--- config.mk ---
export PLATFORM = sky130hd
export DESIGN_NAME = fpn_programmer
export DESIGN_NICKNAME = d
export VERILOG_FILES = /design/src/common/fpn_pkg.sv /design/src/logic/fpn_programmer.sv
export VERILOG_INCLUDE_DIRS = /design/src /design/src/common
export SDC_FILE = /design/constraint.sdc
export NUM_CORES = 1
export LEC_CHECK = 0
export ABC_AREA = 0
export BUFFER_PORTS_ARGS = -buffer_cell sky130_fd_sc_hd__buf_2
export CAP_MARGIN = 20
export CORE_ASPECT_RATIO = 1.25
export CORE_MARGIN = 5
export CORE_UTILIZATION = 35
export DETAILED_ROUTE_END_ITERATION = 8
export GPL_TIMING_DRIVEN = 0
export PLACE_DENSITY_LB_ADDON = 0.3
export SKIP_LAST_GASP = 1
export SLEW_MARGIN = 10
export SYNTH_ARGS = -nofsm -noshare
export SYNTH_HDL_FRONTEND = slang
export SYNTH_SLANG_ARGS = --single-unit
--- constraint.sdc ---
create_clock -name clk -period 4.4 [get_ports clk]
set_input_delay 0.22 -clock clk [delete_from_list [all_inputs] [get_ports clk]]
set_output_delay 0.22 -clock clk [all_outputs]
set_load 0.05 [all_outputs]
--- src/common/fpn_consts.svh ---
// fpn_consts.svh - offsets-free constants for the fuse nibble programmer:
// timing figures in their own units, derived cycle counts and field widths.
// assumes the block clock runs at the rate given by FPN_CLK_NS.
`ifndef FPN_CONSTS_SVH
`define FPN_CONSTS_SVH

`define FPN_CLK_NS          100
`define FPN_ONESHOT_US      100
`define FPN_PW_MIN_US       1
`define FPN_PW_MAX_US       8
`define FPN_RAMP_MS         100
`define FPN_BURN_TMO_MS     400
`define FPN_PAUSE_MS        4
`define FPN_MAX_TRIES       8

// cycle counts; a longest time rounds down, a least time rounds up
`define FPN_ONESHOT_CYC     ((`FPN_ONESHOT_US * 1000) / `FPN_CLK_NS)
`define FPN_PW_MIN_CYC      ((`FPN_PW_MIN_US * 1000 + `FPN_CLK_NS - 1) / `FPN_CLK_NS)
`define FPN_PW_MAX_CYC      ((`FPN_PW_MAX_US * 1000) / `FPN_CLK_NS)
`define FPN_BURN_TMO_CYC    ((`FPN_BURN_TMO_MS * 1000000) / `FPN_CLK_NS)
`define FPN_PAUSE_CYC       ((`FPN_PAUSE_MS * 1000000) / `FPN_CLK_NS)
`define FPN_RAMP_STEP_CYC   (((`FPN_RAMP_MS * 1000000) / `FPN_CLK_NS) / (`FPN_PW_MAX_CYC - `FPN_PW_MIN_CYC))

// field widths and positions
`define FPN_TMR_W           23
`define FPN_RAMP_W          16
`define FPN_OS_W            10
`define FPN_PW_W            7
`define FPN_TRY_W           4
`define FPN_HI_NIB_LSB      4
`define FPN_RANGE_MSB       11
`define FPN_RANGE_LSB       8

`endif

--- src/common/fpn_pkg.sv ---
// fpn_pkg.sv - types of the fuse nibble programmer: operations, outcomes, states.
// assumes fpn_consts.svh is found on the include path.
package fpn_pkg;
	`include "fpn_consts.svh"

	typedef enum logic [1:0] {OP_READ, OP_PROG_HI, OP_PROG_LO, OP_NONE} fpn_op_type;
	typedef enum logic [1:0] {RES_OK, RES_ADDR_ERR, RES_CONFLICT, RES_NO_PROG} fpn_res_type;
	typedef enum logic [2:0] {ST_IDLE, ST_CHECK, ST_READ, ST_CMP, ST_BURN, ST_PAUSE} fpn_st_type;

	// whole register state of the programmer
	typedef struct packed {
		fpn_st_type              st;
		fpn_op_type              op;
		logic [1:0]              idx;
		logic [`FPN_TRY_W-1:0]   tries;
		logic                    phase;
		logic                    pon;
		logic [`FPN_PW_W-1:0]    width;
		logic [`FPN_PW_W-1:0]    pcnt;
		logic [`FPN_RAMP_W-1:0]  rcnt;
		logic [`FPN_TMR_W-1:0]   tmr;
		logic                    sense_q;
		logic                    armed;
		logic                    fired;
		logic [`FPN_OS_W-1:0]    os_cnt;
		logic [7:0]              rd_data_n;
		fpn_res_type             res;
		logic                    done;
	} fpn_state_type;
endpackage : fpn_pkg

--- src/logic/fpn_programmer.sv ---
// fpn_programmer.sv - reads and programs one 4-bit word of a 256-word fuse PROM.
// assumes a control side that starts one operation at a time and a PROM socket
// whose outputs are sampled synchronously to clk.
// Function
// - nibble choice high picks write bits 4-7
// - bit index selects write bit, active low
// - position decoder drives exactly matching line high
// - sense rise retriggers 100 us burn-done timer
// - read phase routes indexed PROM bit to sense
// - read returns complemented word in both nibbles
// - pulse supply reaches only the selected output
// - three entry points: read, program high, low
// - range fault aborts first with address error
// - range fault when top four address bits nonzero
// - program bits zero through three in order
// - equal bits advance without any pulsing
// - want 0 but fuse 1 gives error
// - want 1 over 0 raises program phase
// - half duty pulses, width ramps 1 to 8 us
// - burn done drops phase, next bit follows
// - 400 ms timeout drops phase, pause, retry
// - eight failed attempts give failure-to-program error
// - in program phase sense stays low once fuse has blown
`timescale 1ns/1ps
`include "fpn_consts.svh"
module fpn_programmer
	import fpn_pkg::*;
#(
	parameter int BURN_TMO_CYC  = `FPN_BURN_TMO_CYC,
	parameter int PAUSE_CYC     = `FPN_PAUSE_CYC,
	parameter int RAMP_STEP_CYC = `FPN_RAMP_STEP_CYC
) (
	// clock and reset
	input  wire logic         clk,
	input  wire logic         rst_b,
	// control side request
	input  wire logic         op_start,
	input  wire fpn_op_type   op_kind,
	input  wire logic [11:0]  prom_addr,
	input  wire logic [7:0]   write_data,
	// control side answer
	output logic              busy,
	output logic              op_done,
	output fpn_res_type       outcome,
	output logic [7:0]        read_data_n,
	output logic              range_fault,
	// card internal signals visible to the control side
	output logic              write_bit_n,
	output logic [1:0]        bit_index,
	output logic [3:0]        bit_position,
	output logic              program_phase,
	output logic              fuse_sense,
	output logic              burn_done_n,
	// PROM socket
	output logic [7:0]        socket_addr,
	input  wire logic [3:0]   prom_dout,
	output logic              pulse_supply,
	output logic              chip_disable_pulse,
	output logic [3:0]        drive_bits
);

	// counts must fit the counter fields that hold them, and a burn attempt
	// must outlast the one-shot or no bit could ever be reported done
	if (BURN_TMO_CYC < 1 || BURN_TMO_CYC >= (1 << `FPN_TMR_W) ||
	    PAUSE_CYC < 1 || PAUSE_CYC >= (1 << `FPN_TMR_W) ||
	    RAMP_STEP_CYC < 1 || RAMP_STEP_CYC >= (1 << `FPN_RAMP_W) ||
	    BURN_TMO_CYC <= `FPN_ONESHOT_CYC) begin : g_chk
		$error("fpn_programmer: timing parameter out of range");
	end

	localparam logic [`FPN_PW_W-1:0]   PW_MIN  = `FPN_PW_W'(`FPN_PW_MIN_CYC);
	localparam logic [`FPN_PW_W-1:0]   PW_MAX  = `FPN_PW_W'(`FPN_PW_MAX_CYC);
	localparam logic [`FPN_OS_W-1:0]   OS_CYC  = `FPN_OS_W'(`FPN_ONESHOT_CYC);
	localparam logic [`FPN_TMR_W-1:0]  TMO_END = `FPN_TMR_W'(BURN_TMO_CYC - 1);
	localparam logic [`FPN_TMR_W-1:0]  PAU_END = `FPN_TMR_W'(PAUSE_CYC - 1);
	localparam logic [`FPN_RAMP_W-1:0] RMP_END = `FPN_RAMP_W'(RAMP_STEP_CYC - 1);
	localparam logic [`FPN_TRY_W-1:0]  TRY_LAST = `FPN_TRY_W'(`FPN_MAX_TRIES - 1);

	// one write bit of the chosen nibble
	function automatic logic nib_bit(input logic [7:0] wd, input logic hi,
	                                 input logic [1:0] idx);
		logic [2:0] pos;
		pos = {hi, idx};
		return wd[pos];
	endfunction : nib_bit

	// two-bit index to one-hot line
	function automatic logic [3:0] one_hot(input logic [1:0] idx);
		return 4'h1 << idx;
	endfunction : one_hot

	fpn_state_type s_q;
	fpn_state_type s_d;
	logic          hi_nib;
	logic          want_one;
	logic          sense_rise;

	// card datapath, all decoded from registered state and synchronous inputs
	assign range_fault  = |prom_addr[`FPN_RANGE_MSB:`FPN_RANGE_LSB];
	assign hi_nib       = (s_q.op == OP_PROG_HI);
	assign write_bit_n  = ~nib_bit(write_data, hi_nib, s_q.idx);
	assign want_one     = ~write_bit_n;
	assign bit_index    = s_q.idx;
	assign bit_position = one_hot(s_q.idx);
	// between pulses an intact fuse pulls the output low and sense rises;
	// a blown fuse keeps the output high so sense stays low
	assign fuse_sense   = s_q.phase ? (~s_q.pon & ~prom_dout[s_q.idx])
	                                : prom_dout[s_q.idx];
	assign sense_rise   = fuse_sense & ~s_q.sense_q;
	assign program_phase      = s_q.phase;
	assign pulse_supply       = s_q.pon;
	assign chip_disable_pulse = s_q.pon;
	assign drive_bits   = bit_position & {4{s_q.phase & s_q.pon}};
	// fired lingers one edge after the phase drops; the output must not
	assign burn_done_n  = ~(s_q.fired & s_q.phase);
	assign socket_addr  = prom_addr[7:0];
	assign busy         = (s_q.st != ST_IDLE);
	assign op_done      = s_q.done;
	assign outcome      = s_q.res;
	assign read_data_n  = s_q.rd_data_n;

	// next state of the whole card
	always_comb begin
		s_d         = s_q;
		s_d.done    = 1'b0;
		s_d.sense_q = fuse_sense;
		// fuse-complete one-shot, only alive while programming
		if (!s_q.phase) begin
			s_d.armed  = 1'b0;
			s_d.fired  = 1'b0;
			s_d.os_cnt = '0;
		end else if (sense_rise) begin
			s_d.armed  = 1'b1;
			s_d.fired  = 1'b0;
			s_d.os_cnt = OS_CYC - `FPN_OS_W'(1);
		end else if (s_q.armed && s_q.os_cnt != '0) begin
			s_d.os_cnt = s_q.os_cnt - `FPN_OS_W'(1);
		end else if (s_q.armed) begin
			s_d.fired  = 1'b1;
		end
		case (s_q.st)
			ST_IDLE: begin
				// an unknown operation code is ignored
				if (op_start && op_kind != OP_NONE) begin
					s_d.op    = op_kind;
					s_d.idx   = 2'h0;
					s_d.tries = '0;
					s_d.st    = ST_CHECK;
				end
			end
			ST_CHECK: begin
				if (range_fault) begin
					s_d.res  = RES_ADDR_ERR;
					s_d.done = 1'b1;
					s_d.st   = ST_IDLE;
				end else if (s_q.op == OP_READ) begin
					s_d.st = ST_READ;
				end else begin
					s_d.st = ST_CMP;
				end
			end
			ST_READ: begin
				s_d.rd_data_n = {~prom_dout, ~prom_dout};
				s_d.res       = RES_OK;
				s_d.done      = 1'b1;
				s_d.st        = ST_IDLE;
			end
			ST_CMP: begin
				if (want_one == fuse_sense) begin
					s_d.tries = '0;
					if (s_q.idx == 2'h3) begin
						s_d.res  = RES_OK;
						s_d.done = 1'b1;
						s_d.st   = ST_IDLE;
					end else begin
						s_d.idx = s_q.idx + 2'h1;
					end
				end else if (!want_one) begin
					s_d.res  = RES_CONFLICT;
					s_d.done = 1'b1;
					s_d.st   = ST_IDLE;
				end else begin
					s_d.phase = 1'b1;
					s_d.pon   = 1'b1;
					s_d.width = PW_MIN;
					s_d.pcnt  = '0;
					s_d.rcnt  = '0;
					s_d.tmr   = '0;
					s_d.st    = ST_BURN;
				end
			end
			ST_BURN: begin
				// equal on and off halves; width grows one cycle per ramp step
				if (s_q.pcnt == s_q.width - `FPN_PW_W'(1)) begin
					s_d.pcnt = '0;
					s_d.pon  = ~s_q.pon;
				end else begin
					s_d.pcnt = s_q.pcnt + `FPN_PW_W'(1);
				end
				// a due step waits at the end count for the next half boundary,
				// so a step can come up to one half late while a half keeps one width
				if (s_q.rcnt == RMP_END) begin
					if (s_q.pcnt == '0) begin
						s_d.rcnt = '0;
						if (s_q.width < PW_MAX)
							s_d.width = s_q.width + `FPN_PW_W'(1);
					end
				end else begin
					s_d.rcnt = s_q.rcnt + `FPN_RAMP_W'(1);
				end
				s_d.tmr = s_q.tmr + `FPN_TMR_W'(1);
				if (s_q.fired) begin
					s_d.phase = 1'b0;
					s_d.pon   = 1'b0;
					s_d.tries = '0;
					if (s_q.idx == 2'h3) begin
						s_d.res  = RES_OK;
						s_d.done = 1'b1;
						s_d.st   = ST_IDLE;
					end else begin
						s_d.idx = s_q.idx + 2'h1;
						s_d.st  = ST_CMP;
					end
				end else if (s_q.tmr == TMO_END) begin
					s_d.phase = 1'b0;
					s_d.pon   = 1'b0;
					s_d.tmr   = '0;
					if (s_q.tries == TRY_LAST) begin
						s_d.res  = RES_NO_PROG;
						s_d.done = 1'b1;
						s_d.st   = ST_IDLE;
					end else begin
						s_d.tries = s_q.tries + `FPN_TRY_W'(1);
						s_d.st    = ST_PAUSE;
					end
				end
			end
			ST_PAUSE: begin
				// lets the pulse timing network discharge before the retry
				if (s_q.tmr == PAU_END) begin
					s_d.phase = 1'b1;
					s_d.pon   = 1'b1;
					s_d.width = PW_MIN;
					s_d.pcnt  = '0;
					s_d.rcnt  = '0;
					s_d.tmr   = '0;
					s_d.st    = ST_BURN;
				end else begin
					s_d.tmr = s_q.tmr + `FPN_TMR_W'(1);
				end
			end
			default: s_d.st = ST_IDLE;
		endcase
	end

	// state register; read data idles at all ones, the inactive level
	always_ff @(posedge clk or negedge rst_b) begin
		if (!rst_b) begin
			s_q           <= '0;
			s_q.st        <= ST_IDLE;
			s_q.op        <= OP_READ;
			s_q.res       <= RES_OK;
			s_q.rd_data_n <= 8'hff;
		end else begin
			s_q <= s_d;
		end
	end
endmodule : fpn_programmer

==> impl_metrics.toml, run 1 <==
[outcome]
outcome = "finished, final reports clean"

[timing]
slew_violations = 0
max_clock_freq_mhz = 274
max_slew_margin_pct = 40.3
finalSetupTns_ps = 0
timing.hold.ws_ps = 59.1
setup_viol = 0
rsz0062_at_grt = "false"
fin_crit_ps = 3650
clock-skew-final_ps = 9.13
hold_viol = 0
worst_pin_slew_ps = 887
fin_crit_sh_pct = 83.1

[floorplanning]
dieArea_um2 = 18100
rows = 50
fp.dieW_um = 121
ios = 66
die_h_um = 149
initial_core_util_pct = 35.9
core-area_um2 = 15100

[global_route]
grt_max_degree = 49
grt_pass1_vias = 4753
busiest_layer = "met2"
grtUsageMet1_pct = 18.1
grt_pass1_wl_mm = 22.3
grt.total_usage_pct = 14.9
grt_overflow = 0
grtUsageMet3_pct = 2.43
gr-usage-met2_pct = 26.4
antenna_found_initial = 0

[cts]
root_buffer = "clkbuf_16"
post_cts_buffers = 0
htree_levels = 3
clock_path_buffers = 2
path_clk_slew_ps = 60
cts_buffers = 9
insertion_delay_ps = 340
clock_sinks = 86
cts_tree = "yes"

[power]
peakVddDrop_uv = 188
powerDensity_nw_per_um2 = 536
p_total_mw = 3.39
p_leak_nw = 2.85

[cells_and_area]
antennaDiodeCount = 0
syn2layout_area_growth_pct = 16.8
final_cell_count_no_fill = 904
layout_common_cells = "82 x dfrtp_1, 66 x buf_2, 52 x nand2_1, 52 x nor2_1, 47 x o21ai_0"
nets = 730
drive_gt1_share_pct = 19.5
layout_commonest_cell = "dfrtp_1"
stdcell_area_um2 = 6320

[setup_path]
path_cells = "clkbuf_1, mux4_2, mux2i_1, inv_1, ha_1, nor2_1, a41o_1, buf_2, nand3_1, buf_2, o21ai_0, o31ai_1"
cpMostUsedCell = "buf_2"
required_ps = 4610
start_kind = "flip-flop"
crit_type = "reg -> reg"
crit_family = "buffers and inverters"
critPathCaptureType = "flip-flop"
crit_arrival_ps = 3870
worst-path-buf-inv = 4
worstPathMaxFanout = 10
max_stage_delay_ps = 590
slowest_stage = "mux4_2"

[detailed_routing]
antenna_left = 0
via_per_inst = 5.31
vias = 4804
dr.first_iter.drc_count = 389
dr.pass1.iters = 5
drc_errors = 0
wl_per_cell_um = 14.4
wl_mm = 13.1

[yosys]
yosys_warnings = 0
synth-edff-count = 0
ys_ff_latch = 86
ys.flop_type = "dfrtp_1"
synth_fp_nets = 659
syn_area_per_cell_um2 = 8.73
ys_types = 73
synth_seq_area_share_pct = 39.9
synthesis.area_um2 = 5410
ys_async_sr_fraction_pct = 100
syn_inst = 620

[placement]
portBuffers = 57
dp.cells = 887
dpl_cell_area_um2 = 6000
hpwl_mm = 9.81
gp_congestion = 0.836

[job]
max_cap_viol_count = 0

[worst_hold_path]
min_path_type = "in -> reg"
stage by stage:
| stage | util (%) | setup slack [ps] |
|---|---|---|
| finish | 41.9 | 746 |
| detailed placement | 39.8 | 751 |
| CTS | 41.9 | 748 |
| floorplan | - | 594 |
| global route | 41.9 | 409 |
| global placement | 39.5 | 815 |
layout make-up:
| cell class | instances | area [um2] |
|---|---|---|
| Fill cell | 1455 | 8750 |
| Multi-Input combinational cell | 455 | 2820 |
| Sequential cell | 86 | 2160 |
| Timing Repair Buffer | 60 | 333 |
| Buffer | 49 | 323 |
| Tap cell | 208 | 260 |
| Clock buffer | 12 | 246 |
| Inverter | 30 | 113 |
| Clock inverter | 4 | 70.1 |
final timing paths:
path | from | to | slack, ps | cells past startpoint
worst max register to register | bit_index[0] | s_q[51] | 750 | 12
worst min-delay path | prom_dout[2] | read_data_n[6] | 60 | 2
worst max-delay path | bit_index[0] | s_q[51] | 750 | 12
worst min register to register | read_data_n[6] | read_data_n[6] | 490 | 2
min in group asynchronous | rst_b | s_q[66] | 410 | 2
max in group asynchronous | rst_b | read_data_n[5] | 3320 | 3
cell usage after synthesis (all sizes together) (3+ instances only):
cell,count,share of area (%)
nand2b,10,1.2
dfstp,4,1.9
a22o,4,0.65
nor2b,6,0.69
o22ai,4,0.46
a21o,10,1.4
a21boi,7,0.97
nand2,52,3.6
o21bai,3,0.49
o31a,3,0.49
ha,10,2.3
xnor2,12,2.1
and4,3,0.49
nand4,15,1.7
nor3,19,1.8
a31oi,25,2.9
o31ai,3,0.42
nor4,12,1.8
clkbuf,10,0.74
buf,39,5.2
o21ai,51,4.7
dfrtp,82,38
o41ai,4,1.3
nand3,30,2.8
xor2,10,1.6
or3,11,1.3
a211oi,3,0.42
nor2,52,3.6
a21oi,28,2.6
and3,16,1.8
o21a,4,0.55
or2,7,0.81
and2,3,0.39
mux2i,6,1.1
inv,30,2.1
registers in the layout, summed over array words and instances, names as in the netlist:
signal,cells
s_q,75
read_data_n,4
bit_index,2
outcome,2
chip_disable_pulse,1
op_done,1
program_phase,1
cells by family after synthesis:
group / share of synthesized area (%)
buffers and inverters: 8.04
muxes: 1.94
adders and majority gates: 2.31
xor gates and xnor gates: 3.70
DFF: 39.9
and+or+nand+nor: 24.3
AOI/OAI and AO/OA: 19.9
routing by layer:
| metal | part of all wire, % | vias to the layer above | wire length (um) |
|---|---|---|---|
| met3 | 4.5 | 16 | 589 |
| met5 | 0 | - | 0 |
| li1 | - | 2357 | - |
| met1 | 44 | 2311 | 5760 |
| met2 | 50 | 120 | 6490 |
| met4 | 1.8 | 0 | 230 |
timing repair:
action | CTS | global route
endpoints found under the hold margin | 38 | 0
endpoints found under the setup margin | 0 | 0
hold buffers | 1 | 0
gates resized for setup | 0 | 0
worst reg2reg max path, delay by kind of cell, from the launching register on:
kind | cells | cell delay [ps]
buffers and inverters | 4 | 940
AOI/OAI and AO/OA | 3 | 460
and+or+nand+nor | 2 | 510
muxes | 2 | 900
DFF | 1 | 390
adders and majority gates | 1 | 320
report_power, final:
part	internal [mW]	switching, mW
clock	0.512	0.311
combinational	0.471	0.694
sequential	1.08	0.321
total	2.06	1.33
Note: power is estimated with default switching activity, not from simulation.
==> run 2, diff against run 1 <==
==> constraint.sdc (replaced) <==
create_clock -name clk -period 3.43 [get_ports clk]
set_input_delay 0.1715 -clock clk [delete_from_list [all_inputs] [get_ports clk]]
set_output_delay 0.1715 -clock clk [all_outputs]
set_load 0.05 [all_outputs]
==> run 2 against run 1 <==
Flip-flop and latch count is the same. Clock power rose by 12%. Sequential share of layout area increased by 0.10 points. Clock-buffer cell count is 3 lower. Non-clock buffer count unchanged. Critical path type unchanged. Critical endpoint is now s_q[32]. Largest power group unchanged.
==> impl_metrics.toml, run 2 (synthesis results as in run 1) <==
[outcome]
outcome = "finished, final reports clean"

[global_route]
grt_overflow = 0
grt_pass1_vias = 4734
grt.total_usage_pct = 15.0
antenna_found_initial = 0
grt_max_degree = 50
grt_pass1_wl_mm = 22.3

[cells_and_area]
antennaDiodeCount = 0
regMostFlops = "s_q"
post-route-util_pct = 41.8
final_cell_count_no_fill = 904
fill_cells = 1472
syn2layout_area_growth_pct = 16.5
multiInputGateArea_um2 = 2840
drive_gt1_share_pct = 20.3
largest_register_ffs = 75
regArea_um2 = 2160
layout_common_cells = "81 x dfrtp_1, 66 x buf_2, 52 x nand2_1, 52 x nor2_1, 47 x o21ai_0"
nets = 730
layout_commonest_cell = "dfrtp_1"

[setup_path]
worst-path-buf-inv = 3
required_ps = 3670
rr_endpoint = "s_q[32]"
crit_family = "multiplexers"
r2r_setup_slack_ps = 140
critPathCaptureType = "flip-flop"
r2r_start = "bit_index[0]"
crit_type = "reg -> reg"
start_kind = "flip-flop"
worstPathMaxFanout = 13
r2r_cells = 10
slowest_stage = "mux4_2"
path_cells = "mux4_2, mux2i_4, inv_1, ha_1, nor2_1, a41o_1, buf_2, clkbuf_1, o21ai_0, a21o_1"
crit_arrival_ps = 3530
max_stage_delay_ps = 590

[floorplanning]
die_h_um = 149
core-area_um2 = 15100
fp.dieW_um = 121
initial_core_util_pct = 35.9
ios = 66
rows = 50
dieArea_um2 = 18100

[worst_hold_path]
min_to = "read_data_n[4]"
min_from = "prom_dout[0]"
hold_path_depth = 2
min_path_type = "in -> reg"

[cts]
cts_buffers = 9
htree_levels = 3
path_clk_slew_ps = 70
clock_path_buffers = 2
cts_tree = "yes"
clock_sinks = 86
insertion_delay_ps = 340
root_buffer = "clkbuf_16"
post_cts_buffers = 0

[timing]
clock-skew-final_ps = 8.62
max_clock_freq_mhz = 304
hold_viol = 0
slew_violations = 0
fin_crit_ps = 3290
rsz0062_at_grt = "true"
fin_ws_ps = 139
setup_viol = 0
worst_pin_slew_ps = 830
fin_crit_sh_pct = 96.0
max_slew_margin_pct = 44.1
finalSetupTns_ps = 0

[power]
p_leak_nw = 2.82
powerDensity_nw_per_um2 = 670
peakVddDrop_uv = 363

[detailed_routing]
dr.pass1.iters = 5
wl_per_cell_um = 14.6
vias = 4833
wl_mm = 13.2
dr.first_iter.drc_count = 409
via_per_inst = 5.35
drc_errors = 0
antenna_left = 0

[placement]
portBuffers = 57
place_ws_ps = -180
gp_congestion = 0.813
hpwl_mm = 9.80
dp.cells = 887

[job]
max_cap_viol_count = 0
## run 2: final cells by class
type | instances | share of cell area, %
well taps | 208 | 4.13
clock inverters | 7 | 0.813
clock buffers | 9 | 3.57
flip-flops and latches | 86 | 34.2
repair buffers | 61 | 5.44
multi-input cells | 455 | 45.0
inverters | 30 | 1.79
plain buffers | 48 | 5.06
## run 2: repair_timing
action,CTS,global route
resized for setup,1,1
endpoints found under the hold margin,34,0
setup endpoints to repair,15,10
gates cloned,0,0
hold buffers,2,0
pin swaps,0,0
## run 2: power breakdown
group / total, mW / switching, mW / internal [mW]
clock: 0.919 / 0.427 / 0.492
combinational: 1.50 / 0.894 / 0.604
sequential: 1.81 / 0.422 / 1.39
total: 4.22 / 1.74 / 2.48
## run 2: worst max-delay path by stage
stage          depth (start not counted)  slack, ps                  to         start
3_5_place_dp                          12       -180             s_q[61]  bit_index[0]
5_1_grt                               10        -40             s_q[32]  bit_index[0]
6_report                              10        140             s_q[32]  bit_index[0]
4_1_cts                               11        110             s_q[61]  bit_index[0]
2_1_floorplan                         11        120  chip_disable_pulse  bit_index[0]
3_3_place_gp                          12       -130             s_q[51]  bit_index[0]
## run 2: per-stage QoR
stage | hold WS (ps) | power [mW] | instance area, um2
detailed placement | 181 | 3.32 | 6010
global route | 28.9 | 4.54 | 6310
floorplan | -124 | 2.93 | 5430
CTS | 6.59 | 4.26 | 6300
finish | 16.0 | 4.22 | 6310
global placement | 360 | 3.25 | 5970
## run 2: routing by layer
metal / routed length (um) / vias to the layer above / global-route usage, %
met3: 719 / 14 / 3.30
met1: 5650 / 2306 / 17.6
met5: 0 / - / 0
met2: 6670 / 140 / 27.1
met4: 176 / 0 / 4.60
li1: - / 2373 / -
